===== config.mk =====
export PLATFORM = sky130hd
export DESIGN_NAME = ppm_top
export DESIGN_NICKNAME = d
export VERILOG_FILES = /design/src/rtl/ppm_pkg.sv /design/src/rtl/ppm_sync.sv /design/src/rtl/ppm_top.sv
export SDC_FILE = /design/constraint.sdc
export NUM_CORES = 1
export LEC_CHECK = 0
export ABC_AREA = 1
export BUFFER_PORTS_ARGS = -buffer_cell sky130_fd_sc_hd__buf_2
export CAP_MARGIN = 10
export CORE_MARGIN = 2
export CORE_UTILIZATION = 48
export DETAILED_ROUTE_END_ITERATION = 16
export GPL_ROUTABILITY_DRIVEN = 0
export PLACE_DENSITY = 0.79
export SYNTH_ARGS = -nofsm -noshare
export SYNTH_HDL_FRONTEND = slang
export SYNTH_SLANG_ARGS = --single-unit

===== constraint.sdc =====
create_clock -name CLK -period 1.2 [get_ports CLK]
set_input_delay 0.24 -clock CLK [delete_from_list [all_inputs] [get_ports CLK]]
set_output_delay 0.24 -clock CLK [all_outputs]
set_load 0.02 [all_outputs]

===== src/rtl/ppm_pkg.sv =====
// Purpose: shared constants and carrier types of the pin integration unit
// Assumes: APB with 32-bit data, one register per aligned word
// Notes: register indices are word indices; byte address is four times the index
package ppm_pkg;
   localparam int ADDR_W = 12;
   localparam int IDX_W = 10;
   localparam int PA_W = 8;
   localparam int PE_W = 2;
   localparam int PD_W = 8;

   // register indices
   localparam logic [IDX_W-1:0] IDX_PORT_A_DATA = 10'h000;
   localparam logic [IDX_W-1:0] IDX_PORT_E_DATA = 10'h001;
   localparam logic [IDX_W-1:0] IDX_PORT_A_DIR = 10'h002;
   localparam logic [IDX_W-1:0] IDX_PORT_E_DIR = 10'h003;
   localparam logic [IDX_W-1:0] IDX_PULL_CONTROL = 10'h00C;
   localparam logic [IDX_W-1:0] IDX_DRIVE_REDUCE = 10'h00D;
   localparam logic [IDX_W-1:0] IDX_DIE_CLK_DRIVE = 10'h00E;
   localparam logic [IDX_W-1:0] IDX_PORT_A_PIN_IN = 10'h120;
   localparam logic [IDX_W-1:0] IDX_PORT_E_PIN_IN = 10'h121;

   // field positions
   localparam int PULL_DIE_BIT = 1;
   localparam int PULL_KEEP_BIT = 6;
   localparam int DIE_CLK_REDUCE_BIT = 0;
   localparam int SS_BIT = 3;

   // reset values
   localparam logic [PA_W-1:0] RST_PORT_A = 8'h00;
   localparam logic [PE_W-1:0] RST_PORT_E = 2'h0;
   localparam logic [7:0] RST_PULL = 8'h02;
   localparam logic [PD_W-1:0] RST_DRIVE = 8'h00;
   localparam logic RST_DIE_CLK_DRIVE = 1'b0;

   // serial interface pin requests, bit order ss, sck, mosi, miso
   typedef struct packed {
      logic [3:0] out;
      logic [3:0] oe;
   } ppm_spi_pins_t;

   // two-signal view (out and oe) of a bidirectional pin group
   typedef struct packed {
      logic [PD_W-1:0] out;
      logic [PD_W-1:0] oe;
   } ppm_die_pins_t;
endpackage


===== src/rtl/ppm_sync.sv =====
// Purpose: two flip-flop synchroniser for pin levels
// Assumes: inputs arrive from outside the clock domain
// Notes: the first stage is read only by the second
`timescale 1ns/1ps
`default_nettype none
module ppm_sync #(
   parameter int WIDTH = 8
) (
   // clock and reset
   input wire logic clk,
   input wire logic rst_n,
   // levels
   input wire logic [WIDTH-1:0] d,
   output logic [WIDTH-1:0] q
);
   logic [WIDTH-1:0] meta;

   always_ff @(posedge clk or negedge rst_n) begin
      if (!rst_n) begin
         meta <= '0;
         q <= '0;
      end else begin
         meta <= d;
         q <= meta;
      end
   end
endmodule
`default_nettype wire


===== src/rtl/ppm_top.sv =====
// Purpose: pin integration unit: serial, oscillator and die link pin muxing, GPIO ports A and E
// Assumes: APB slave with zero wait states, all pin inputs asynchronous
// Notes: pin outputs are registered, so a function request reaches the pin one cycle later
//
// Decided for this implementation: register access over APB.
`timescale 1ns/1ps
`default_nettype none
module ppm_top #(
   parameter int PA_W = 8,
   parameter int PE_W = 2,
   parameter int PD_W = 8
) (
   // clock and reset
   input wire logic CLK,
   input wire logic RST_N,
   // apb slave
   input wire logic PSEL,
   input wire logic PENABLE,
   input wire logic PWRITE,
   input wire logic [ppm_pkg::ADDR_W-1:0] PADDR,
   input wire logic [31:0] PWDATA,
   output logic PREADY,
   output logic [31:0] PRDATA,
   output logic PSLVERR,
   // serial interface side
   input wire logic SPI_EN,
   input wire logic SPI_MASTER,
   input wire logic SPI_SS_OUT_EN,
   input wire ppm_pkg::ppm_spi_pins_t SPI_PINS,
   output logic [3:0] SPI_IN,
   // oscillator side
   input wire logic OSC_EN,
   // port A pins
   input wire logic [PA_W-1:0] PA_IN,
   output logic [PA_W-1:0] PA_OUT,
   output logic [PA_W-1:0] PA_OE,
   // port E pins
   input wire logic [PE_W-1:0] PE_IN,
   output logic [PE_W-1:0] PE_OUT,
   output logic [PE_W-1:0] PE_OE,
   // die link side
   input wire logic DIE_CLK,
   input wire logic DIE_WIDE,
   input wire ppm_pkg::ppm_die_pins_t DIE_DATA,
   output logic DIE_IRQ,
   output logic [PD_W-1:0] DIE_DATA_IN,
   // port C pins
   output logic DIE_CLK_PIN_OUT,
   output logic DIE_CLK_PIN_OE,
   output logic DIE_CLK_REDUCED,
   input wire logic DIE_IRQ_PIN_IN,
   output logic DIE_IRQ_PULLDOWN,
   // port D pins
   input wire logic [PD_W-1:0] DIE_DATA_PIN_IN,
   output logic [PD_W-1:0] DIE_DATA_PIN_OUT,
   output logic [PD_W-1:0] DIE_DATA_PIN_OE,
   output logic [PD_W-1:0] DIE_DATA_PULLDOWN,
   output logic [PD_W-1:0] DIE_DATA_REDUCED
);
   localparam int SYNC_W = PA_W + PE_W + PD_W + 1;

   logic [PA_W-1:0] port_a_data;
   logic [PA_W-1:0] port_a_dir;
   logic [PE_W-1:0] port_e_data;
   logic [PE_W-1:0] port_e_dir;
   logic [7:0] pull_control;
   logic [PD_W-1:0] drive_reduce;
   logic die_clk_drive;
   logic [PA_W-1:0] a_sync;
   logic [PE_W-1:0] e_sync;
   logic [PD_W-1:0] d_sync;
   logic irq_sync;
   logic [ppm_pkg::IDX_W-1:0] idx;
   logic setup_rd;
   logic access_wr;
   logic [31:0] next_rdata;
   logic [PA_W-1:0] next_a_out;
   logic [PA_W-1:0] next_a_oe;
   logic [PE_W-1:0] next_e_oe;
   logic [PD_W-1:0] next_d_oe;
   logic pull_on;

   // every pin level is synchronised once, then shared by reads and users
   ppm_sync #(
      .WIDTH(SYNC_W)
   ) u_sync (
      .clk(CLK),
      .rst_n(RST_N),
      .d({DIE_IRQ_PIN_IN, DIE_DATA_PIN_IN, PE_IN, PA_IN}),
      .q({irq_sync, d_sync, e_sync, a_sync})
   );

   assign idx = PADDR[ppm_pkg::IDX_W+1:2];
   assign setup_rd = PSEL && !PENABLE && !PWRITE;
   assign access_wr = PSEL && PENABLE && PWRITE;
   // zero wait states; nothing is ever refused
   assign PREADY = PSEL && PENABLE;
   assign PSLVERR = 1'b0;

   // register writes; unmapped indices fall through untouched
   always_ff @(posedge CLK or negedge RST_N) begin
      if (!RST_N) begin
         port_a_data <= ppm_pkg::RST_PORT_A;
         port_a_dir <= ppm_pkg::RST_PORT_A;
         port_e_data <= ppm_pkg::RST_PORT_E;
         port_e_dir <= ppm_pkg::RST_PORT_E;
         pull_control <= ppm_pkg::RST_PULL;
         drive_reduce <= ppm_pkg::RST_DRIVE;
         die_clk_drive <= ppm_pkg::RST_DIE_CLK_DRIVE;
      end else if (access_wr) begin
         unique case (idx)
            ppm_pkg::IDX_PORT_A_DATA: port_a_data <= PWDATA[PA_W-1:0];
            ppm_pkg::IDX_PORT_E_DATA: port_e_data <= PWDATA[PE_W-1:0];
            ppm_pkg::IDX_PORT_A_DIR: port_a_dir <= PWDATA[PA_W-1:0];
            ppm_pkg::IDX_PORT_E_DIR: port_e_dir <= PWDATA[PE_W-1:0];
            ppm_pkg::IDX_PULL_CONTROL: begin
               pull_control <= '0;
               pull_control[ppm_pkg::PULL_DIE_BIT] <= PWDATA[ppm_pkg::PULL_DIE_BIT];
               pull_control[ppm_pkg::PULL_KEEP_BIT] <= PWDATA[ppm_pkg::PULL_KEEP_BIT];
            end
            ppm_pkg::IDX_DRIVE_REDUCE: drive_reduce <= PWDATA[PD_W-1:0];
            ppm_pkg::IDX_DIE_CLK_DRIVE: die_clk_drive <= PWDATA[ppm_pkg::DIE_CLK_REDUCE_BIT];
            default: ;
         endcase
      end
   end

   // read mux; the word is caught in the setup cycle so PRDATA is a flop
   always_comb begin
      next_rdata = '0;
      unique case (idx)
         ppm_pkg::IDX_PORT_A_DATA: next_rdata[PA_W-1:0] = (port_a_dir & port_a_data) | (~port_a_dir & a_sync);
         ppm_pkg::IDX_PORT_E_DATA: next_rdata[PE_W-1:0] = (port_e_dir & port_e_data) | (~port_e_dir & e_sync);
         ppm_pkg::IDX_PORT_A_DIR: next_rdata[PA_W-1:0] = port_a_dir;
         ppm_pkg::IDX_PORT_E_DIR: next_rdata[PE_W-1:0] = port_e_dir;
         ppm_pkg::IDX_PULL_CONTROL: next_rdata[7:0] = pull_control;
         ppm_pkg::IDX_DRIVE_REDUCE: next_rdata[PD_W-1:0] = drive_reduce;
         ppm_pkg::IDX_DIE_CLK_DRIVE: next_rdata[ppm_pkg::DIE_CLK_REDUCE_BIT] = die_clk_drive;
         ppm_pkg::IDX_PORT_A_PIN_IN: next_rdata[PA_W-1:0] = a_sync;
         ppm_pkg::IDX_PORT_E_PIN_IN: next_rdata[PE_W-1:0] = e_sync;
         default: next_rdata = '0;
      endcase
   end

   always_ff @(posedge CLK or negedge RST_N) begin
      if (!RST_N) begin
         PRDATA <= '0;
      end else if (setup_rd) begin
         PRDATA <= next_rdata;
      end
   end

   // port A: serial function above GPIO on bits 3..0, GPIO alone above
   genvar g;
   generate
      for (g = 0; g < PA_W; g++) begin : g_port_a
         if (g < 4) begin : g_spi
            always_comb begin
               if (SPI_EN && (g != ppm_pkg::SS_BIT || (SPI_MASTER && SPI_SS_OUT_EN))) begin
                  next_a_out[g] = SPI_PINS.out[g];
                  next_a_oe[g] = SPI_PINS.oe[g];
               end else if (SPI_EN) begin
                  next_a_out[g] = 1'b0;
                  next_a_oe[g] = 1'b0;
               end else begin
                  next_a_out[g] = port_a_data[g];
                  next_a_oe[g] = port_a_dir[g];
               end
            end
         end else begin : g_gpio
            always_comb begin
               next_a_out[g] = port_a_data[g];
               next_a_oe[g] = port_a_dir[g];
            end
         end
      end
   endgenerate

   always_ff @(posedge CLK or negedge RST_N) begin
      if (!RST_N) begin
         PA_OUT <= '0;
         PA_OE <= '0;
      end else begin
         PA_OUT <= next_a_out;
         PA_OE <= next_a_oe;
      end
   end

   // the serial interface samples inputs through the same synchroniser
   assign SPI_IN = a_sync[3:0];

   // port E: the oscillator is analog, so taking the pins means releasing the driver
   assign next_e_oe = OSC_EN ? '0 : port_e_dir;

   always_ff @(posedge CLK or negedge RST_N) begin
      if (!RST_N) begin
         PE_OUT <= '0;
         PE_OE <= '0;
      end else begin
         PE_OUT <= OSC_EN ? '0 : port_e_data;
         PE_OE <= next_e_oe;
      end
   end

   // port C: clock out driven whenever out of reset, irq pin always an input
   always_ff @(posedge CLK or negedge RST_N) begin
      if (!RST_N) begin
         DIE_CLK_PIN_OUT <= 1'b0;
         DIE_CLK_PIN_OE <= 1'b0;
         DIE_CLK_REDUCED <= 1'b0;
         DIE_IRQ_PULLDOWN <= 1'b0;
      end else begin
         DIE_CLK_PIN_OUT <= DIE_CLK;
         DIE_CLK_PIN_OE <= 1'b1;
         DIE_CLK_REDUCED <= die_clk_drive;
         DIE_IRQ_PULLDOWN <= pull_on;
      end
   end

   assign DIE_IRQ = irq_sync;
   assign pull_on = pull_control[ppm_pkg::PULL_DIE_BIT];

   // port D: in narrow mode the upper nibble is never driven
   always_comb begin
      next_d_oe = DIE_DATA.oe;
      if (!DIE_WIDE) begin
         next_d_oe[PD_W-1:PD_W/2] = '0;
      end
   end

   always_ff @(posedge CLK or negedge RST_N) begin
      if (!RST_N) begin
         DIE_DATA_PIN_OUT <= '0;
         DIE_DATA_PIN_OE <= '0;
         DIE_DATA_PULLDOWN <= '0;
         DIE_DATA_REDUCED <= '0;
      end else begin
         DIE_DATA_PIN_OUT <= DIE_DATA.out;
         DIE_DATA_PIN_OE <= next_d_oe;
         // a pull-down would fight the driver, so it only sits on inputs
         DIE_DATA_PULLDOWN <= pull_on ? ~next_d_oe : '0;
         DIE_DATA_REDUCED <= drive_reduce;
      end
   end

   assign DIE_DATA_IN = d_sync;

   // checks
   a_gpio_hi_drive: assert property (@(posedge CLK) disable iff (!RST_N)
      1 |=> PA_OE[7:4] == $past(port_a_dir[7:4]) && PA_OUT[7:4] == $past(port_a_data[7:4]))
      else $error("port A upper GPIO pins do not follow data and direction");

   a_spi_owns_sck: assert property (@(posedge CLK) disable iff (!RST_N)
      SPI_EN |=> PA_OUT[2] == $past(SPI_PINS.out[2]) && PA_OE[2] == $past(SPI_PINS.oe[2]))
      else $error("serial clock pin not handed to the serial interface");

   a_ss_slave_in: assert property (@(posedge CLK) disable iff (!RST_N)
      SPI_EN && !(SPI_MASTER && SPI_SS_OUT_EN) |=> !PA_OE[3])
      else $error("slave select driven outside master output mode");

   a_gpio_fallback: assert property (@(posedge CLK) disable iff (!RST_N)
      !SPI_EN ##1 !SPI_EN |-> PA_OE[3:0] == $past(port_a_dir[3:0]))
      else $error("port A low pins do not fall back to GPIO");

   a_osc_release: assert property (@(posedge CLK) disable iff (!RST_N)
      OSC_EN |=> PE_OE == '0)
      else $error("port E driven while oscillator owns it");

   a_reset_inputs: assert property (@(posedge CLK)
      $rose(RST_N) |-> PA_OE == '0 && PE_OE == '0 && port_a_dir == '0)
      else $error("ports not inputs after reset");

   a_narrow_nibble: assert property (@(posedge CLK) disable iff (!RST_N)
      !DIE_WIDE |=> DIE_DATA_PIN_OE[PD_W-1:PD_W/2] == '0)
      else $error("upper data pins driven in narrow mode");

   a_pulldown_in: assert property (@(posedge CLK) disable iff (!RST_N)
      pull_on |=> (DIE_DATA_PULLDOWN & DIE_DATA_PIN_OE) == '0 && (DIE_DATA_PULLDOWN | DIE_DATA_PIN_OE) == '1)
      else $error("pull-down not matched to input pins");

   a_reduce_follow: assert property (@(posedge CLK) disable iff (!RST_N)
      access_wr && idx == ppm_pkg::IDX_DRIVE_REDUCE |=> ##1 DIE_DATA_REDUCED == $past(PWDATA[PD_W-1:0], 2))
      else $error("reduced drive does not follow its register");

   a_pin_input_rd: assert property (@(posedge CLK) disable iff (!RST_N)
      setup_rd && idx == ppm_pkg::IDX_PORT_A_PIN_IN |=> PRDATA == {24'h000000, $past(a_sync)})
      else $error("port A pin input read wrong");

   a_pe_upper_zero: assert property (@(posedge CLK) disable iff (!RST_N)
      setup_rd && idx == ppm_pkg::IDX_PORT_E_DATA |=> PRDATA[31:PE_W] == '0)
      else $error("port E upper bits not zero");

   a_unmapped_zero: assert property (@(posedge CLK) disable iff (!RST_N)
      setup_rd && idx == 10'h004 |=> PRDATA == 32'h00000000)
      else $error("reserved location reads non-zero");

   a_die_clk_fwd: assert property (@(posedge CLK) disable iff (!RST_N)
      1 |=> DIE_CLK_PIN_OUT == $past(DIE_CLK) && DIE_CLK_PIN_OE)
      else $error("die clock not forwarded to its pin");

   a_irq_pulldown: assert property (@(posedge CLK) disable iff (!RST_N)
      1 |=> DIE_IRQ_PULLDOWN == $past(pull_on))
      else $error("irq pin pull-down does not follow its enable");

   a_dir_write: assert property (@(posedge CLK) disable iff (!RST_N)
      access_wr && idx == ppm_pkg::IDX_PORT_A_DIR |=> port_a_dir == $past(PWDATA[PA_W-1:0]))
      else $error("port A direction write not stored");

   a_e_gpio_drive: assert property (@(posedge CLK) disable iff (!RST_N)
      !OSC_EN |=> PE_OUT == $past(port_e_data) && PE_OE == $past(port_e_dir))
      else $error("port E GPIO pins do not follow data and direction");

   a_data_rd_out: assert property (@(posedge CLK) disable iff (!RST_N)
      setup_rd && idx == ppm_pkg::IDX_PORT_A_DATA |=> (PRDATA[PA_W-1:0] & $past(port_a_dir)) == $past(port_a_data & port_a_dir))
      else $error("port A data read does not return stored bits of outputs");

   c_spi_master: cover property (@(posedge CLK) disable iff (!RST_N)
      SPI_EN && SPI_MASTER && SPI_SS_OUT_EN ##1 PA_OE[3]);
   c_osc_taken: cover property (@(posedge CLK) disable iff (!RST_N)
      OSC_EN && port_e_dir != '0);
   c_gpio_write_read: cover property (@(posedge CLK) disable iff (!RST_N)
      access_wr && idx == ppm_pkg::IDX_PORT_A_DATA ##[1:20] setup_rd && idx == ppm_pkg::IDX_PORT_A_DATA);
   c_narrow_die: cover property (@(posedge CLK) disable iff (!RST_N)
      !DIE_WIDE && DIE_DATA.oe != '0);
   c_spi_slave: cover property (@(posedge CLK) disable iff (!RST_N)
      SPI_EN && !SPI_MASTER ##1 !PA_OE[3]);
endmodule
`default_nettype wire


### After elaboration in Yosys (flattened, before gate mapping)

Cells that the tools add are included.

| storage, ports and cells | value |
|---|---|
| output and inout port bits | 103 |
| register bits | 133 |
| word-level logic and storage cells | 72 |
| RAM bits | 0 |
| ROM bits | 0 |
| bits in latches | 0 |
| memories | 0 |

| operators by class | value |
|---|---|
| $add $sub $neg | 0 |
| divide/modulo/power cells | 0 |
| mux-type cells | 17 |
| bitwise logic cells | 9 |
| equal/unequal tests | 8 |
| multipliers | 0 |
| reductions and logical operators | 16 |
| shifts and indexed selects | 0 |
| magnitude comparators | 0 |

Operators with widths:

| kind | number |
|---|---|
| $eq 10x4->1 const B | 3 |
| $pmux 6 s5 | 1 |
| $eq 10x2->1 const B | 2 |
| $eq 10x9->1 const B | 2 |
| $and 8x8->8 | 2 |
| $not 8->8 | 2 |
| $pmux 1 s8 | 2 |
| $reduce_and 2->1 | 7 |
| $eq 10x1->1 const B | 1 |
| $logic_not 10->1 | 1 |
| $mux 1 | 10 |
| $mux 8 | 1 |
| $or 8x8->8 | 1 |
| $logic_and 1x1->1 | 6 |
| $and 2x2->2 | 2 |
| $mux 2 | 2 |
| $mux 4 | 1 |
| $logic_not 1->1 | 2 |
| $not 2->2 | 1 |
| $or 2x2->2 | 1 |

### Depth between registers and ports, before layout

| depth | value |
|---|---|
| depth in word-level cells | 4 |
| mapped depth | 10 |
| mapped depth without buffers | 10 |

### By module

Synthesis repeated with hierarchy kept, for this count alone.

| second synthesis, totals | value |
|---|---|
| cell total of the unflattened synthesis | 463 |
| area, all modules | 5,064.9 um2 |

By module, submodules not included:

| module | area each (um2) | times used | sequential area each (um2) | cells each |
|---|---|---|---|---|
| ppm_top | 4,113.9 | 1 | 2,378.5 | 425 |
| ppm_sync | 950.9 | 1 | 950.9 | 38 |

### Worst setup path after synthesis

No wires, ideal clock.

| path | value |
|---|---|
| path type | input -> register |
| from | in PADDR[6] (netlist bit) |
| to | reg port_a_data[5] |
| slack | -0.060 ns |
| library setup time | 0.118 ns |
| data arrival time | 1.141 ns |
| stages | 9 |
| path buffers | 1 |
| path through | nor2_1 -> nand2_2 -> nor2_8 -> inv_4 -> nor2_8 -> nand2_4 -> buf_6 -> nand2_2 -> o21ai_2 |

| on the way | value |
|---|---|
| word-level cells in the longest chain between the ends | 2 |

RTL lines:

| item | line | RTL |
|---|---|---|
| from (decl) | ppm_top.sv:20 | `input wire logic [ppm_pkg::ADDR_W-1:0] PADDR,` |
| $logic_not 10->1 | ppm_top.sv:111 | `unique case (idx)` |
| $reduce_and 2->1 (no source line) | n/a |  |
| to (signal assigned) | ppm_top.sv:103 | `port_a_data <= ppm_pkg::RST_PORT_A;` |
| to (signal assigned) | ppm_top.sv:112 | `ppm_pkg::IDX_PORT_A_DATA: port_a_data <= PWDATA[PA_W-1:0];` |
| to (decl) | ppm_top.sv:62 | `logic [PA_W-1:0] port_a_data;` |

No other way between the ends.
A chain may end at the register's enable or synchronous reset.

### Final worst setup path

| path | value |
|---|---|
| from | reg u_sync.q[0] |
| to | out SPI_IN[0] |

RTL lines:

| item | line | RTL |
|---|---|---|
| from (decl) | ppm_sync.sv:14 | `output logic [WIDTH-1:0] q` |
| from (signal assigned) | ppm_sync.sv:24 | `q <= meta;` |
| to (decl) | ppm_top.sv:30 | `output logic [3:0] SPI_IN,` |

No word-level cell between the ends.

==> results by group <==
STA
  • Max-slew violation count: 0
  • Final hold viol count: 0
  • Setup violators final: 78
  • Fmax: just over 700 MHz
  • Setup ws final: -0.193 ns
  • RSZ-0062 raised after global routing: true
  • Clock skew: 0.00710 ns
  • Final Critical Period: 1.39 ns
  • Final worst-path cycle share: 116%

Worst setup path
  • Worst setup EP type: output port
  • WP data arrival: about 1.2 ns
  • Kind of critical path: flop to output port
  • Worst setup SP type: flop
  • Worst EP required: 0.96 ns
  • CP Max Fanout: 2

Place
  • HPWL after detailed placement: 8570 um
  • I/O Buffers: 149
  • Placed cells: 756

Power and ir drop
  • Lkg Pwr: between 3 and 4 nW
  • Cell-internal power: 8.30 mW
  • Sw frac: 23.7%
  • Switch Pwr: 2.58 mW
  • Gate power share: 9.6%
  • Clock network power share: between 40% and 50%
  • Power Density: 1410 nW/um^2
  • Seq pwr share: 43.2%
  • Max VDD drop: slightly below 0.0009 V
  • Tot Pwr: 10.9 mW

Logic synthesis
  • Compound-Gate Fraction of Synth Area: 6.43%
  • Syn avg cell area: between 10 and 15 sq um
  • Distinct cell type count after synthesis: 33
  • Synth Area in XOR/XNOR: 0%
  • #FFs+latches synth: 133
  • Synth top area cells: dfrtp_1, nand2_1, buf_4
  • Synth Area in Adders: 0%
  • Largest family of logic cells by synthesized area: simple AND/OR/NAND/NOR gates
  • Post-Syn Instances: 457
  • Mapped Area: 5020 sq um
  • Mux cell area share after synthesis: 0.424%
  • Synth area leader: dfrtp_1
  • Simple logic cell fraction of the synthesized area: around 18%
  • Ys Warns: 0
  • Synth top area share: 65.8%
  • Sequential fraction of the synthesis area: 66.3%

Final layout
  • Fin nets: 798
  • Biggest regs: u_sync.meta: 19 flops, u_sync.q: 19 flops
  • ANT cells: 0
  • Register area: 3330 sq um
  • Final core utilization: 75.4%
  • Layout area overhead: 53.6%
  • Filler Cells Inserted: about 650
  • Post-Layout Cell Count: 849
  • Share of cells above drive strength 1: between 30% and 40%
  • Area of the multi-input gates: 1370 sq um

Routing
  • DR WL/cell: between 15 and 20 um
  • ANT nets after route: 0
  • Total number of vias: 4123
  • Initial DRC count: about 330
  • Via-per-instance ratio: 4.86
  • DR pass1 iterations: 5
  • Final wirelength: roughly 13000 um
  • DRC Markers: 0

Clock tree
  • Clock input transition at the sequential cells of the worst setup and hold paths: 0.06 ns
  • CTS tree: done
  • CTS Buf Count: 17
  • Skew-Pair Late Insertion Delay: 0.52 ns
  • Clock Path Buffers: 2
  • CTS Sinks: 133
  • Root cell of the clock tree: clkbuf_8
  • H-tree depth: 4

GRT
  • Largest net degree at the start of global routing: 43
  • Total grt overflow: 0
  • Overall global routing resource usage: between 20% and 30%
  • Vias in the first global route: 4504
  • Initial antenna violation count: 0
  • First-pass GRT wire length: between 20000 and 25000 um

Floorplan
  • Row Count: 37
  • Die width: 106 um
  • Ports: 201
  • CORE AREA: 10200 sq um
  • Die Area: 11300 sq um
  • Die H: 106 um
  • Initial Util: between 40% and 50%

Run
  • Max-Cap Viols: 0

Run status
  • Failing checks: setup timing
  • Status: finished, violations left

Min path
  • Worst hold-check path type: primary input to flop
-- power groups by stage --
stage,Clock (mW),Combinational [mW],Sequential (mW)
floorplan,0,0.296,4.86
global placement,0,0.738,4.75
detailed placement,0,0.763,4.76
CTS,5.21,1.03,4.70
global route,5.45,1.13,4.71
finish,5.14,1.04,4.70
-- cells by family (layout without fill, tap and decap cells) --
family | Yosys count | after routing
AOI/OAI and AO/OA | 55 | 55
buffers and inverters | 86 | 318
DFF | 133 | 133
muxes | 2 | 2
other | 2 | 26
and+or+nand+nor | 179 | 179
-- through the flow --
| stage | setup TNS (ns) | setup WS, ns | area (sq um) | hold slack, ns |
|---|---|---|---|---|
| floorplan | -0.190 | -0.0590 | 5130 | -0.0556 |
| global placement | -5.36 | -0.196 | 6010 | 0.132 |
| detailed placement | -7.37 | -0.244 | 6010 | 0.133 |
| CTS | -6.52 | -0.213 | 7690 | 0.000334 |
| global route | -7.85 | -0.224 | 7710 | 0.0359 |
| finish | -5.23 | -0.193 | 7710 | 0.0133 |
-- Yosys cell counts --
cell type,instances
nor2_8,3
buf_6,3
buf_2,1
nor2_2,1
nor2_4,5
a21boi_1,1
o22ai_1,2
nor2_1,27
dfrtp_1,132
o21a_1,5
inv_2,2
nand2_4,2
dfstp_2,1
inv_4,1
conb_1,2
nor4_4,1
nand2_1,91
o21ai_1,17
nand2_2,4
mux2_2,1
buf_4,29
o21ai_0,22
clkinv_1,1
nor3_1,2
nand3_2,1
nor3_2,1
nand4_1,9
nand3_1,31
clkbuf_1,1
o21ai_2,8
inv_1,48
mux2i_1,1
or2_2,1
-- critical path, stage by stage, from the launching register on --
cell	delay, ns
dfrtp_1	0.39
buf_6	0.12
buf_6	0.12
-- per-layer routing --
layer | part of all wire [%] | wire length (um) | global-route usage [%] | vias up
met2 | 52 | 6750 | 42.2 | 206
li1 | - | - | - | 1895
met3 | 7.4 | 959 | 6.93 | 43
met5 | 0 | 0 | 0 | -
met1 | 37 | 4760 | 27.2 | 1979
met4 | 3.5 | 446 | 12.1 | 0
-- cell usage in the layout, fill, tap and decap left out, types with 5 or more instances in the layout --
cell type / count
buf_2: 70
buf_4: 29
buf_6: 81
clkbuf_16: 16
conb_1: 26
dfrtp_1: 132
dlygate4sd3_1: 50
inv_1: 47
inv_6: 5
nand2_1: 88
nand2_2: 6
nand3_1: 30
nand4_1: 9
nor2_1: 24
nor2_4: 7
o21a_1: 5
o21ai_0: 17
o21ai_1: 20
o21ai_2: 10
-- timing repair --
| item | 4_1_cts | 5_1_grt |
|---|---|---|
| hold endpoints to repair | 194 | 0 |
| pin swaps | 1 | 12 |
| hold buffers | 54 | 0 |
| setup buffers | 7 | 4 |
| resized for setup | 158 | 13 |
| setup endpoints to repair | 78 | 87 |
-- final timing paths --
check | cells after the start | from | slack [ns] | endpoint
worst min register to register | 0 | u_sync.meta[2] | 0.35 | u_sync.q[2]
worst min-delay path | 3 | PWDATA[6] | 0.01 | drive_reduce[6]
worst max register to register | 9 | u_sync.q[0] | -0.02 | PRDATA[0]
min in group asynchronous | 2 | RST_N | 0.17 | u_sync.q[7]
worst max-delay path | 2 | u_sync.q[0] | -0.19 | SPI_IN[0]
max in group asynchronous | 3 | RST_N | 0.50 | DIE_DATA_PIN_OE[0]
-- final cells by class --
type | count | share of cell area [%]
Clock buffer | 18 | 5.42
Inverter | 52 | 2.56
Timing Repair Buffer | 234 | 26.6
Clock inverter | 14 | 2.27
Multi-Input combinational cell | 262 | 17.7
Sequential cell | 133 | 43.2
Tap cell | 136 | 2.21
Note: power is estimated with default switching activity, not from simulation.
